## config.mk

```make
export PLATFORM = sky130hd
export DESIGN_NAME = tcc_core
export DESIGN_NICKNAME = d
export VERILOG_FILES = /design/src/rtl/tcc_pkg.sv /design/src/rtl/tcc_core.sv
export VERILOG_INCLUDE_DIRS = /design/src /design/src/rtl
export SDC_FILE = /design/constraint.sdc
export NUM_CORES = 1
export LEC_CHECK = 0
export ABC_CLOCK_PERIOD_IN_PS = 4700
export BUFFER_PORTS_ARGS = -buffer_cell sky130_fd_sc_hd__buf_4
export CAP_MARGIN = 20
export CORE_UTILIZATION = 53
export CTS_BUF_LIST = sky130_fd_sc_hd__clkbuf_8 sky130_fd_sc_hd__clkbuf_16
export CTS_CLUSTER_SIZE = 40
export DETAILED_ROUTE_END_ITERATION = 7
export HOLD_SLACK_MARGIN = 0.1
export PLACE_DENSITY = 0.81
export SKIP_LAST_GASP = 1
export SYNTH_ARGS = -nofsm -noshare
export SYNTH_HDL_FRONTEND = slang
export SYNTH_SLANG_ARGS = --single-unit
```

## constraint.sdc

```tcl
create_clock -name clk_in -period 4.7 [get_ports clk_in]
set_clock_uncertainty 0.05 [all_clocks]
set_input_delay 0.47 -clock clk_in [delete_from_list [all_inputs] [get_ports clk_in]]
set_output_delay 0.47 -clock clk_in [all_outputs]
set_load 0.05 [all_outputs]
```

## src/rtl/tcc_cfg.svh

```systemverilog
`ifndef TCC_CFG_SVH
`define TCC_CFG_SVH
// ****************************************
// Register byte addresses
// ****************************************
`define TCC_ADR_CNT_LO 8'h00
`define TCC_ADR_CNT_HI 8'h04
`define TCC_ADR_CAP_LO 8'h08
`define TCC_ADR_CAP_HI 8'h0c
`define TCC_ADR_CTRL_A 8'h10
`define TCC_ADR_CTRL_B 8'h14
`define TCC_ADR_FLAGS 8'h18
`define TCC_ADR_IRQ_EN 8'h1c
`define TCC_ADR_CMP_CS 8'h20
// ****************************************
// Field positions
// ****************************************
`define TCC_A_WGM_LO 0
`define TCC_B_CS 0
`define TCC_B_WGM_HI 3
`define TCC_B_EDGE 6
`define TCC_B_FILT 7
`define TCC_F_OVF 0
`define TCC_F_CAP 1
`define TCC_CMP_SEL 2
// ****************************************
// Values
// ****************************************
`define TCC_MAX 16'hffff
`define TCC_BOTTOM 16'h0000
`define TCC_TOP_8B 16'h00ff
`define TCC_TOP_9B 16'h01ff
`define TCC_TOP_10B 16'h03ff
`define TCC_RST_BYTE 8'h00
`define TCC_RST_WORD 16'h0000
`define TCC_RST_BUS 32'h0000_0000
`endif

```

## src/rtl/tcc_pkg.sv

```systemverilog
// ****************************************
// Types of the timer/counter core
// ****************************************
package tcc_pkg;
  // Waveform mode numbers, split over control A and B
  typedef enum logic [3:0] {
    wgm_normal = 4'h0, wgm_pc8 = 4'h1, wgm_pc9 = 4'h2, wgm_pc10 = 4'h3,
    wgm_ctc_ocr = 4'h4, wgm_fast8 = 4'h5, wgm_fast9 = 4'h6, wgm_fast10 = 4'h7,
    wgm_pfc_icr = 4'h8, wgm_pfc_ocr = 4'h9, wgm_pc_icr = 4'ha, wgm_pc_ocr = 4'hb,
    wgm_ctc_icr = 4'hc, wgm_rsvd = 4'hd, wgm_fast_icr = 4'he, wgm_fast_ocr = 4'hf
  } tcc_wgm_t;
  // Tick source select values
  typedef enum logic [2:0] {
    src_none = 3'h0, src_sys = 3'h1, src_pre_a = 3'h2, src_pre_b = 3'h3,
    src_pre_c = 3'h4, src_pre_d = 3'h5, src_ext_fall = 3'h6, src_ext_rise = 3'h7
  } tcc_src_t;
endpackage : tcc_pkg

```

## src/rtl/tcc_core.sv

```systemverilog
// The register offsets and the Wishbone interface to the registers were left to the implementer.
`timescale 1ns/1ps
`default_nettype none
`include "tcc_cfg.svh"

// Notes on behaviour
// RULE_01 - Counter high-byte location always reaches the shared holding byte
// RULE_02 - Low read snapshots high byte; low write loads holding byte plus data
// RULE_03 - A low-byte write leaves the holding byte untouched
// RULE_04 - Software masks interrupts across every two-byte access
// RULE_05 - Three-bit tick source field; zero stops the counter
// RULE_06 - Each tick clears, increments or decrements per mode
// RULE_07 - Counter is readable and writable whether ticking or not
// RULE_08 - Software counter write beats a same-cycle count or clear
// RULE_09 - Four-bit waveform mode split across control A and B
// RULE_10 - Overflow flag set as the mode defines, can request interrupt
// RULE_11 - Capture fires on a source level change matching edge select
// RULE_12 - Capture copies the whole counter into capture value
// RULE_13 - Capture flag set in the same cycle as the copy
// RULE_14 - Capture flag with enable set raises capture interrupt
// RULE_15 - Capture flag clears on service or on writing one
// RULE_16 - Capture low read snapshots high byte; high read returns holding
// RULE_17 - Capture value writable only in modes using it as TOP
// RULE_18 - Software writes capture high byte first, then low
// RULE_19 - Comparator select routes comparator output to capture unit
// RULE_20 - Software clears capture flag after switching source
// RULE_21 - Capture inputs synchronised; filter adds four cycles delay
// RULE_22 - Capture path disabled only while capture value is TOP
// RULE_23 - Capture follows the pin level whatever drives it
// RULE_24 - One holding byte serves all wide registers
// RULE_25 - Bottom indication at zero count; maximum count is all ones
// RULE_26 - Filter output changes after four equal system-clock samples
module tcc_core #(
  parameter int CNT_W = 16, // Counter width
  parameter int FILT_LEN = 4 // Filter sample count
) (
  input wire logic clk_in, // System clock
  input wire logic reset_n_in, // Synchronous reset
  input wire logic wb_cyc_in, // Bus cycle
  input wire logic wb_stb_in, // Bus strobe
  input wire logic wb_we_in, // Write enable
  input wire logic [7:0] wb_adr_in, // Byte address
  input wire logic [3:0] wb_sel_in, // Byte lanes
  input wire logic [31:0] wb_dat_in, // Write data
  output logic [31:0] wb_dat_out, // Read data
  output logic wb_ack_out, // Bus acknowledge
  input wire logic [3:0] prescale_tick_in, // Prescaler taps
  input wire logic external_tick_pin_in, // External tick pin
  input wire logic capture_pin_in, // Capture pin level
  input wire logic comparator_output_in, // Comparator output
  input wire logic capture_irq_ack_in, // Capture serviced
  input wire logic overflow_irq_ack_in, // Overflow serviced
  output logic capture_irq_out, // Capture request
  output logic overflow_irq_out, // Overflow request
  output logic bottom_out // Counter at zero
);

  // ****************************************
  // Elaboration checks
  // ****************************************
  if (CNT_W != 16) begin : g_bad_width
    $error("Counter width must be 16");
  end
  if (FILT_LEN < 2) begin : g_bad_filt
    $error("Filter needs at least two samples");
  end

  // ****************************************
  // Declarations
  // ****************************************
  logic [CNT_W-1:0] count_r, count_nxt, cap_r, top;
  logic [7:0] temp_r, ctrl_a_r, ctrl_b_r, cmp_cs_r, rdata;
  logic [1:0] flags_r, flags_nxt, irq_en_r, irq_en_nxt, flag_set, flag_clr;
  logic dir_down_r, dir_nxt, ovf_evt, tick, req, wr, rd;
  logic wr_cnt_lo, wr_cap_lo, wr_hi, rd_cnt_lo, rd_cap_lo;
  logic dual, fast, ctc, icr_top, cap_trig;
  logic [2:0] meta_r, sync_r;
  logic ext_prev_r, src_lvl, edge_in, edge_prev_r, filt_out_r;
  logic [FILT_LEN-2:0] filt_sh_r;
  logic [FILT_LEN-1:0] filt_win;
  tcc_pkg::tcc_wgm_t wgm;
  tcc_pkg::tcc_src_t src;
  localparam logic [CNT_W-1:0] CNT_ONE = 16'h0001; // Step of one count

  // ****************************************
  // Bus decode
  // ****************************************
  // One request per cycle; ack gap keeps a held strobe from repeating
  assign req = wb_cyc_in & wb_stb_in & ~wb_ack_out;
  assign wr = req & wb_we_in & wb_sel_in[0];
  assign rd = req & ~wb_we_in;
  assign wr_cnt_lo = wr && (wb_adr_in == `TCC_ADR_CNT_LO);
  assign wr_cap_lo = wr && (wb_adr_in == `TCC_ADR_CAP_LO) && icr_top; // [RULE_17]
  assign wr_hi = wr && (wb_adr_in == `TCC_ADR_CNT_HI || wb_adr_in == `TCC_ADR_CAP_HI);
  assign rd_cnt_lo = rd && (wb_adr_in == `TCC_ADR_CNT_LO);
  assign rd_cap_lo = rd && (wb_adr_in == `TCC_ADR_CAP_LO);

  // Mode field lives in two registers
  assign wgm = tcc_pkg::tcc_wgm_t'({ctrl_b_r[`TCC_B_WGM_HI +: 2],
                                    ctrl_a_r[`TCC_A_WGM_LO +: 2]}); // [RULE_09]
  assign src = tcc_pkg::tcc_src_t'(ctrl_b_r[`TCC_B_CS +: 3]);

  // Mode classes
  assign icr_top = wgm inside {tcc_pkg::wgm_pfc_icr, tcc_pkg::wgm_pc_icr,
                               tcc_pkg::wgm_ctc_icr, tcc_pkg::wgm_fast_icr};
  assign dual = wgm inside {tcc_pkg::wgm_pc8, tcc_pkg::wgm_pc9, tcc_pkg::wgm_pc10,
                            tcc_pkg::wgm_pfc_icr, tcc_pkg::wgm_pfc_ocr,
                            tcc_pkg::wgm_pc_icr, tcc_pkg::wgm_pc_ocr};
  assign fast = wgm inside {tcc_pkg::wgm_fast8, tcc_pkg::wgm_fast9, tcc_pkg::wgm_fast10,
                            tcc_pkg::wgm_fast_icr, tcc_pkg::wgm_fast_ocr};
  assign ctc = wgm inside {tcc_pkg::wgm_ctc_ocr, tcc_pkg::wgm_ctc_icr};

  // TOP per mode; compare-register modes fall back to MAX (no compare unit here)
  always_comb begin
    case (wgm)
      tcc_pkg::wgm_pc8, tcc_pkg::wgm_fast8: top = `TCC_TOP_8B;
      tcc_pkg::wgm_pc9, tcc_pkg::wgm_fast9: top = `TCC_TOP_9B;
      tcc_pkg::wgm_pc10, tcc_pkg::wgm_fast10: top = `TCC_TOP_10B;
      tcc_pkg::wgm_pfc_icr, tcc_pkg::wgm_pc_icr,
      tcc_pkg::wgm_ctc_icr, tcc_pkg::wgm_fast_icr: top = cap_r;
      default: top = `TCC_MAX;
    endcase
  end

  // ****************************************
  // Pin synchronisers
  // ****************************************
  // Two flops per pin; only sync_r is looked at by logic
  always_ff @(posedge clk_in) begin
    if (!reset_n_in) begin
      meta_r <= 3'h0;
      sync_r <= 3'h0;
    end else begin
      meta_r <= {comparator_output_in, capture_pin_in, external_tick_pin_in}; // [RULE_23]
      sync_r <= meta_r; // [RULE_21]
    end
  end

  // ****************************************
  // Tick selection
  // ****************************************
  always_ff @(posedge clk_in) begin
    if (!reset_n_in) begin
      ext_prev_r <= 1'b0;
    end else begin
      ext_prev_r <= sync_r[0];
    end
  end

  // Zero selects nothing, so the counter stands still
  always_comb begin
    case (src)
      tcc_pkg::src_none: tick = 1'b0; // [RULE_05]
      tcc_pkg::src_sys: tick = 1'b1;
      tcc_pkg::src_pre_a: tick = prescale_tick_in[0];
      tcc_pkg::src_pre_b: tick = prescale_tick_in[1];
      tcc_pkg::src_pre_c: tick = prescale_tick_in[2];
      tcc_pkg::src_pre_d: tick = prescale_tick_in[3];
      tcc_pkg::src_ext_fall: tick = ext_prev_r & ~sync_r[0];
      tcc_pkg::src_ext_rise: tick = ~ext_prev_r & sync_r[0];
      default: tick = 1'b0;
    endcase
  end

  // ****************************************
  // Counter unit
  // ****************************************
  // Next count per mode; software write wins and drops the tick's count and overflow, but not a dual-slope turn
  always_comb begin
    count_nxt = count_r;
    dir_nxt = dir_down_r;
    ovf_evt = 1'b0;
    if (tick) begin // [RULE_06]
      if (dual) begin
        if (!dir_down_r) begin
          if (count_r >= top) begin
            dir_nxt = 1'b1;
            count_nxt = count_r - CNT_ONE;
          end else begin
            count_nxt = count_r + CNT_ONE;
          end
        end else if (count_r == `TCC_BOTTOM) begin
          dir_nxt = 1'b0;
          count_nxt = count_r + CNT_ONE;
          ovf_evt = 1'b1; // [RULE_10]
        end else begin
          count_nxt = count_r - CNT_ONE;
        end
      end else if ((fast || ctc) && count_r == top) begin
        count_nxt = `TCC_BOTTOM;
        ovf_evt = fast; // [RULE_10]
      end else begin
        count_nxt = count_r + CNT_ONE;
        ovf_evt = (count_r == `TCC_MAX); // [RULE_10] [RULE_25]
      end
    end
    if (wr_cnt_lo) begin
      count_nxt = {temp_r, wb_dat_in[7:0]}; // [RULE_02] [RULE_07] [RULE_08]
      ovf_evt = 1'b0; // [RULE_08]
    end
    if (!dual) begin
      dir_nxt = 1'b0;
    end
  end

  always_ff @(posedge clk_in) begin
    if (!reset_n_in) begin
      count_r <= `TCC_RST_WORD;
      dir_down_r <= 1'b0;
      bottom_out <= 1'b1;
    end else begin
      count_r <= count_nxt;
      dir_down_r <= dir_nxt;
      bottom_out <= (count_nxt == `TCC_BOTTOM); // [RULE_25]
    end
  end

  // ****************************************
  // Capture input path
  // ****************************************
  // Source switch can itself look like an edge; software clears the flag
  assign src_lvl = cmp_cs_r[`TCC_CMP_SEL] ? sync_r[2] : sync_r[1]; // [RULE_19]
  assign filt_win = {filt_sh_r, src_lvl};

  // Filter shifts always, so enabling it mid-run starts from real history
  always_ff @(posedge clk_in) begin
    if (!reset_n_in) begin
      filt_sh_r <= '0;
      filt_out_r <= 1'b0;
    end else begin
      filt_sh_r <= filt_win[FILT_LEN-2:0];
      if (&filt_win) begin
        filt_out_r <= 1'b1; // [RULE_26]
      end else if (~|filt_win) begin
        filt_out_r <= 1'b0; // [RULE_26]
      end
    end
  end

  assign edge_in = ctrl_b_r[`TCC_B_FILT] ? filt_out_r : src_lvl; // [RULE_21]

  always_ff @(posedge clk_in) begin
    if (!reset_n_in) begin
      edge_prev_r <= 1'b0;
    end else begin
      edge_prev_r <= edge_in;
    end
  end

  // Edge select bit: one picks rising, zero falling
  assign cap_trig = !icr_top && (ctrl_b_r[`TCC_B_EDGE] ? (edge_in & ~edge_prev_r)
                                 : (~edge_in & edge_prev_r)); // [RULE_11] [RULE_22]

  // Capture overwrites; unread old value is lost by design
  always_ff @(posedge clk_in) begin
    if (!reset_n_in) begin
      cap_r <= `TCC_RST_WORD;
    end else if (cap_trig) begin
      cap_r <= count_r; // [RULE_12]
    end else if (wr_cap_lo) begin
      cap_r <= {temp_r, wb_dat_in[7:0]}; // [RULE_17]
    end
  end

  // ****************************************
  // Shared holding byte
  // ****************************************
  // Single byte for every wide register; low-byte writes never change it [RULE_03]
  always_ff @(posedge clk_in) begin
    if (!reset_n_in) begin
      temp_r <= `TCC_RST_BYTE;
    end else if (wr_hi) begin
      temp_r <= wb_dat_in[7:0]; // [RULE_01] [RULE_24]
    end else if (rd_cnt_lo) begin
      temp_r <= count_r[15:8]; // [RULE_02]
    end else if (rd_cap_lo) begin
      temp_r <= cap_r[15:8]; // [RULE_16]
    end
  end

  // ****************************************
  // Control registers
  // ****************************************
  always_ff @(posedge clk_in) begin
    if (!reset_n_in) begin
      ctrl_a_r <= `TCC_RST_BYTE;
      ctrl_b_r <= `TCC_RST_BYTE;
      cmp_cs_r <= `TCC_RST_BYTE;
    end else begin
      if (wr && wb_adr_in == `TCC_ADR_CTRL_A) begin
        ctrl_a_r <= wb_dat_in[7:0];
      end
      if (wr && wb_adr_in == `TCC_ADR_CTRL_B) begin
        ctrl_b_r <= wb_dat_in[7:0];
      end
      if (wr && wb_adr_in == `TCC_ADR_CMP_CS) begin
        cmp_cs_r <= wb_dat_in[7:0];
      end
    end
  end

  // ****************************************
  // Flags and requests
  // ****************************************
  // Set beats clear, so an event in the clear cycle survives
  always_comb begin
    flag_set = 2'h0;
    flag_set[`TCC_F_OVF] = ovf_evt;
    flag_set[`TCC_F_CAP] = cap_trig; // [RULE_13]
    flag_clr = 2'h0;
    if (wr && wb_adr_in == `TCC_ADR_FLAGS) begin
      flag_clr = wb_dat_in[1:0]; // [RULE_15]
    end
    flag_clr[`TCC_F_OVF] = flag_clr[`TCC_F_OVF] | overflow_irq_ack_in;
    flag_clr[`TCC_F_CAP] = flag_clr[`TCC_F_CAP] | capture_irq_ack_in; // [RULE_15]
    flags_nxt = (flags_r & ~flag_clr) | flag_set;
    irq_en_nxt = irq_en_r;
    if (wr && wb_adr_in == `TCC_ADR_IRQ_EN) begin
      irq_en_nxt = wb_dat_in[1:0];
    end
  end

  always_ff @(posedge clk_in) begin
    if (!reset_n_in) begin
      flags_r <= 2'h0;
      irq_en_r <= 2'h0;
      capture_irq_out <= 1'b0;
      overflow_irq_out <= 1'b0;
    end else begin
      flags_r <= flags_nxt;
      irq_en_r <= irq_en_nxt;
      capture_irq_out <= flags_nxt[`TCC_F_CAP] & irq_en_nxt[`TCC_F_CAP]; // [RULE_14]
      overflow_irq_out <= flags_nxt[`TCC_F_OVF] & irq_en_nxt[`TCC_F_OVF]; // [RULE_10]
    end
  end

  // ****************************************
  // Bus answer
  // ****************************************
  // High locations answer from the holding byte only
  always_comb begin
    case (wb_adr_in)
      `TCC_ADR_CNT_LO: rdata = count_r[7:0];
      `TCC_ADR_CNT_HI: rdata = temp_r; // [RULE_01]
      `TCC_ADR_CAP_LO: rdata = cap_r[7:0];
      `TCC_ADR_CAP_HI: rdata = temp_r; // [RULE_16]
      `TCC_ADR_CTRL_A: rdata = ctrl_a_r;
      `TCC_ADR_CTRL_B: rdata = ctrl_b_r;
      `TCC_ADR_FLAGS: rdata = {6'h00, flags_r};
      `TCC_ADR_IRQ_EN: rdata = {6'h00, irq_en_r};
      `TCC_ADR_CMP_CS: rdata = cmp_cs_r;
      default: rdata = 8'h00;
    endcase
  end

  // Every address acks one cycle later; unmapped reads give zero
  always_ff @(posedge clk_in) begin
    if (!reset_n_in) begin
      wb_ack_out <= 1'b0;
      wb_dat_out <= `TCC_RST_BUS;
    end else begin
      wb_ack_out <= req;
      if (rd) begin
        wb_dat_out <= {24'h000000, rdata};
      end
    end
  end
endmodule : tcc_core
`default_nettype wire

```

### Yosys cells after proc, flatten, opt, wreduce, memory -nomap -nowiden

Cells that the tools add are included.

| storage, ports and cells | value |
|---|---|
| register bits after elaboration | 93 |
| output and inout port bits | 36 |

| operators by class | value |
|---|---|
| add/subtract/negate cells | 2 |
| order comparisons | 1 |
| eq/ne operators | 32 |
| mux-type cells | 31 |
| bitwise gates (word level) | 22 |
| reductions and logical operators | 34 |

Operator list:

| operator | number |
|---|---|
| 16-bit two-way mux | 9 |
| 16-bit case mux with 4 select lines | 1 |
| 8-bit case mux with 8 select lines | 1 |
| 8-bit by 5-bit == test with 1-bit output (second input constant) | 4 |
| 16-bit logical NOT | 2 |
| 4-bit == test (second input constant) | 7 |
| 8-bit two-way mux | 3 |
| 16-bit by 1-bit adder with 16-bit output (second input constant) | 1 |
| 16-bit == test | 1 |
| 16-bit == test (second input constant) | 1 |
| 4-bit by 3-bit == test with 1-bit output (second input constant) | 4 |
| 8-bit by 4-bit == test with 1-bit output (second input constant) | 2 |
| 16-bit greater-or-equal comparator | 1 |
| 16-bit by 1-bit subtractor with 16-bit output (second input constant) | 1 |
| 1-bit two-way mux | 14 |
| 1-bit logical AND | 13 |
| 3-bit == test (second input constant) | 4 |
| 1-bit AND | 11 |
| 4-bit by 2-bit == test with 1-bit output (second input constant) | 2 |
| 8-bit by 3-bit == test with 1-bit output (second input constant) | 1 |
| 8-bit by 6-bit == test with 1-bit output (second input constant) | 1 |
| 8-bit logical NOT | 1 |
| 1-bit case mux with 8 select lines | 1 |
| 2-bit OR reduction | 4 |
| 21 further kinds | 32 |

### Depth between registers and ports, before layout

| depth | value |
|---|---|
| depth after elaboration | 11 |
| depth in mapped cells | 16 |
| mapped depth without buffers | 12 |

### Worst setup path after synthesis

OpenSTA, ideal clock, no wires.

| timing | value |
|---|---|
| kind | flip-flop to flip-flop |
| start point | reg ctrl_a_r[0] |
| end point | reg bottom_out |
| setup time | 0.096 ns |
| data arrival time | 3.903 ns |
| setup slack | 0.651 ns |
| cell stages (with the launch flop) | 16 |
| cells stage by stage | dfxtp_1 > clkbuf_1 > nand2b_1 > clkbuf_1 > clkbuf_1 > o21ai_0 > ha_1 > nand4_2 > or3_1 > o31a_1 > a21boi_4 > mux2i_1 > mux2_1 > a221oi_2 > o21ai_1 > o41ai_2 |

| on the way | value |
|---|---|
| word-level cells in the longest chain between the ends | 10 |

Ends and longest elaborated chain:

| what | RTL line | RTL |
|---|---|---|
| start, declared | tcc_core.sv:72 | `logic [7:0] temp_r, ctrl_a_r, ctrl_b_r, cmp_cs_r, rdata;` |
| start signal, assigned | tcc_core.sv:286 | `` ctrl_a_r <= `TCC_RST_BYTE; `` |
| start signal, assigned | tcc_core.sv:291 | `ctrl_a_r <= wb_dat_in[7:0];` |
| 4-bit == test, or another cell as far along | tcc_core.sv:106, tcc_core.sv:115 |  |
| 4-bit OR reduction or 2-bit OR reduction (tied branches) | tcc_core.sv:115 | `case (wgm)` |
| 16-bit case mux with 4 select lines | tcc_core.sv:115 |  |
| 16-bit greater-or-equal comparator or 16-bit == test (tied branches) | tcc_core.sv:176, tcc_core.sv:189 |  |
| 16-bit two-way mux or 1-bit logical AND (tied branches) | tcc_core.sv:176, tcc_core.sv:189 |  |
| 16-bit two-way mux (on tied branches) | tcc_core.sv:175, tcc_core.sv:189 |  |
| 16-bit two-way mux * | tcc_core.sv:174 | `if (dual) begin` |
| 16-bit two-way mux * | tcc_core.sv:173 | `if (tick) begin` |
| 16-bit two-way mux * | tcc_core.sv:197 | `if (wr_cnt_lo) begin` |
| 16-bit logical NOT (no line) * | n/a |  |
| end signal, assigned | tcc_core.sv:214 | `` bottom_out <= (count_nxt == `TCC_BOTTOM); `` |
| end, declared | tcc_core.sv:55 | `output logic bottom_out` |

Mark *: on every way between the ends. The rest lies on a longest branch, timed or not.
A chain may end at the register's enable or synchronous reset.

### Worst setup path after layout

| timing | value |
|---|---|
| start point | reg ctrl_b_r[4] |
| end point | reg bottom_out |

| on the way | value |
|---|---|
| word-level cells in the longest chain between the ends | 10 |

Ends and longest elaborated chain:

| what | RTL line | RTL |
|---|---|---|
| start, declared | tcc_core.sv:72 |  |
| start signal, assigned | tcc_core.sv:287 | `` ctrl_b_r <= `TCC_RST_BYTE; `` |
| start signal, assigned | tcc_core.sv:294 | `ctrl_b_r <= wb_dat_in[7:0];` |
| 4-bit == test, or another cell as far along | tcc_core.sv:106, tcc_core.sv:115 |  |
| 4-bit OR reduction or 2-bit OR reduction (tied branches) | tcc_core.sv:115 |  |
| 16-bit case mux with 4 select lines | tcc_core.sv:115 |  |
| 16-bit greater-or-equal comparator or 16-bit == test (tied branches) | tcc_core.sv:176, tcc_core.sv:189 |  |
| 16-bit two-way mux or 1-bit logical AND (tied branches) | tcc_core.sv:176, tcc_core.sv:189 |  |
| 16-bit two-way mux (on tied branches) | tcc_core.sv:175, tcc_core.sv:189 |  |
| 16-bit two-way mux * | tcc_core.sv:174 |  |
| 16-bit two-way mux * | tcc_core.sv:173 |  |
| 16-bit two-way mux * | tcc_core.sv:197 |  |
| 16-bit logical NOT (no line) * | n/a |  |

Marked as above.

==> out/summary.log <==
[pwr] power density over cell area 241 nW/um^2
[setup_path] slowest cell on the critical path dfxtp_1
[routing] via count 5,787
[setup_path] maximum single-stage delay on the critical path 610 ps
[synth] number of enable-type register cells in the synthesized netlist 0
[setup_path] Crit Path Category reg2reg
[floorplan] number of rows in the core area 37
[sta] unrepaired setup endpoints after global routing no
[pwr] static leakage 2.58 nW
[setup_path] R2R setup slack 490 ps
[routing] number of search-and-repair iterations in the first detailed-routing pass 6
[synth] area leader, netlist dfxtp_1
[synth] count of distinct cell types in the synthesized netlist 62
[setup_path] crit path cell chain o21bai_1 -> o21ai_0 -> ha_1 -> nand4_2 -> or3_1 -> o31a_1 -> a21boi_4 -> mux2i_1 -> mux2_1 -> a221oi_2 -> o21ai_1 -> o41ai_2
[sta] f_max 237 MHz
[sta] Final Hold Violating Endpoints 0
[pwr] cell-internal power 0.00110 W
[placement] post-DP HPWL 13,400 um
[synth] combined area of all synthesized cells 5820 sq um
[sta] number of max-slew violations in the final report 0
[pwr] power dissipated by switching net loads 0.000432 W
[setup_path] data required time of the critical path 4930 ps
[pwr] Max VDD drop 0.258 mV
[grt] total overflow reported by the global router 0
[sta] slew at the pin closest to its max-slew limit 832 ps
[grt] global-route wire length before repair 28,100 um
[setup_path] endpoint kind of the worst setup timing path register
[routing] via density per instance 6.54
[cts] clock tree sinks 93
[placement] number of port buffers 42
[setup_path] signal arrival time at the worst endpoint 4440 ps
[synth] Post-Syn Area per Cell 7.97 sq um
[finish] number of nets in the layout 821
[finish] layout cells sized above 1 13.2%
[run_status] run status completed
[pwr] Seq pwr share 52.1%
[sta] final setup violating endpoints 0
[synth] ys async rst share 0%
[grt] global-route total usage across every layer 32.3%
[routing] initial detailed-routing violation count 685
[cts] Clock Pin Slew Worst Setup and Hold Paths 110 ps
[sta] final total negative setup slack 0 ps
[cts] CTS tree done
[run] number of max-cap violations 0
[cts] CTS root buf clkbuf_8
[synth] most frequently used cell type in the post-synthesis netlist dfxtp_1
[floorplan] chip height 107 um
[finish] # diodes 0
[floorplan] width of the die 107 um
[sta] clock period minus worst slack 4210 ps
[cts] H-tree levels 3
[synth] top cells by instance count after synthesis dfxtp_1 (93), nor2_1 (89), nand2_1 (59)
[setup_path] startpoint type of the worst setup path register
[synth] most common flop cell mapped by yosys dfxtp_1
[sta] headroom to the max-slew limit 43.8%
[routing] remaining design rule violation count 0
[setup_path] largest delay contributor family on the critical path compound AO/OA/AOI/OAI gates
[synth] top cells by area in the synthesized netlist dfxtp_1 (32%), mux2i_1 (6.7%), nor2_1 (5.7%)
[floorplan] initial core utilization 55.6%
[finish] fillcell total 925
[synth] area share of the leading cell type in the synthesized netlist 32.0%
[placement] placer congestion estimate 0.996
[setup_path] Crit Path Max Fanout 10
[sta] Worst Hold Slack 260 ps
[floorplan] Top-Level Pins 94
[setup_path] number of buffers and inverters on the critical path 0
[grt] via count of the first global-routing pass 5,300
[grt] number of antenna violations at the first check in global routing 0
[synth] number of warnings printed during yosys synthesis 0
[pwr] switch share 28.1%
[synth] number of instances in the synthesized netlist 730
[sta] period utilization 89.6%
[pwr] clock share of power 38.5%
[grt] maximum number of pins on one net before global-route repair 41
[routing] total wirelength of the detailed-routed design 18,100 um
[pwr] Comb pwr share 9.3%
[cts] clock buffer depth 2
[routing] remaining antenna violation count after routing 0
[synth] Yosys reg bits 93
[cts] clock network latency to the later pin of the worst-skew pair 370 ps
[cts] TritonCTS Buffers 9
[floorplan] floorplan die area 11,400 sq um
[synth] sequential element share of the synthesized area 32.0%
[finish] Area Overhead vs Synth 9.48%
[cts] number of buffers inserted by hold repair at cts 0
[floorplan] core region area 10,500 sq um
[worst_hold_path] class of the tightest hold or removal check in2reg
[routing] final routed wire length divided by cell count 20.5 um
-- layer usage --
metal | part of all wire (%) | up-vias | GRT usage [%]
met2 | 44 | 356 | 50.2
met3 | 10 | 53 | 5.78
met4 | 4.3 | 0 | 15.9
met1 | 42 | 2723 | 43.1
li1 | - | 2655 | -
met5 | 0 | - | 0
-- metrics by stage --
stage                     setup slack [ps]  utilization, %  area (sq um)  std cells  total power [W]
after global routing                   245            60.9          6370        885          0.00157
after floorplan                        651               -          5910        753         0.000928
after detailed placement               266            58.7          6140        868         0.000958
after global placement                 368            58.7          6140        868         0.000957
after CTS                              220            60.7          6350        884          0.00153
final                                  488            60.9          6370        885          0.00154
-- power by group through the flow --
stage,Sequential (W),Clock (W),Combinational [W]
after floorplan,0.000818,0,0.000110
after global placement,0.000818,0,0.000139
after detailed placement,0.000818,0,0.000140
after CTS,0.000800,0.000594,0.000140
after global routing,0.000801,0.000619,0.000151
final,0.000800,0.000592,0.000143
-- final timing paths --
path | start | endpoint | cells past startpoint
setup / recovery | ctrl_b_r[4] | bottom_out | 12
hold / removal | capture_pin_in | meta_r[1] | 2
setup reg to reg | ctrl_b_r[4] | bottom_out | 12
hold reg to reg | meta_r[2] | sync_r[2] | 1
-- cell usage in the layout (no fill, tap or decap), types with 6 or more instances in the layout --
cell type  count
o21ai_0       26
nor3_1        24
nand3_1       11
and2_1        26
a222oi_1      15
inv_1         11
nor2_1        89
conb_1        24
ha_1          19
dfxtp_1       93
nor4_1        12
nand2b_1       6
a21oi_1       43
mux2_2         9
a22oi_1       35
o22ai_1        6
and3_1         8
nand2_1       59
mux2i_1       39
nand4_1       12
xnor2_1       12
clkbuf_8      10
a211oi_1       6
buf_4         62
a31oi_1        7
-- sequential cells by signal, indices dropped and copies added (netlist names), 2 cells and up --
signal      count
flags_r         2
meta_r          3
cmp_cs_r        8
filt_sh_r       3
count_r        16
ctrl_b_r        8
sync_r          3
ctrl_a_r        8
temp_r          8
irq_en_r        2
cap_r          16
wb_dat_out      8
-- repair_timing --
| action | in CTS | in global routing |
|---|---|---|
| gates resized for setup | 0 | 2 |
| setup endpoints to repair | 0 | 1 |
| buffers inserted | 0 | 0 |
-- kinds of logic (layout without fill, tap and decap cells) --
family / after synthesis / count (layout) / share of synthesized area, %
AND/OR/NAND/NOR: 273 / 273 / 23.0
AO/OA/AOI/OAI: 184 / 184 / 22.0
buffers and inverters: 94 / 90 / 7.61
flip-flops: 93 / 93 / 32.0
multiplexers: 50 / 50 / 8.84
adder cells (fa/ha/maj): 19 / 19 / 4.09
XOR/XNOR: 16 / 16 / 2.41
other: 1 / 24 / 0.0644
-- cell type report --
type | instances | area (sq um) | share of cell area [%]
Sequential cell | 93 | 1860 | 29.2
Tap cell | 136 | 170 | 2.67
Multi-Input combinational cell | 566 | 3610 | 56.7
Inverter | 12 | 45.0 | 0.707
Clock buffer | 10 | 138 | 2.16
Timing Repair Buffer | 62 | 465 | 7.31
Clock inverter | 6 | 77.6 | 1.22
(Power assumes the default switching activity.)
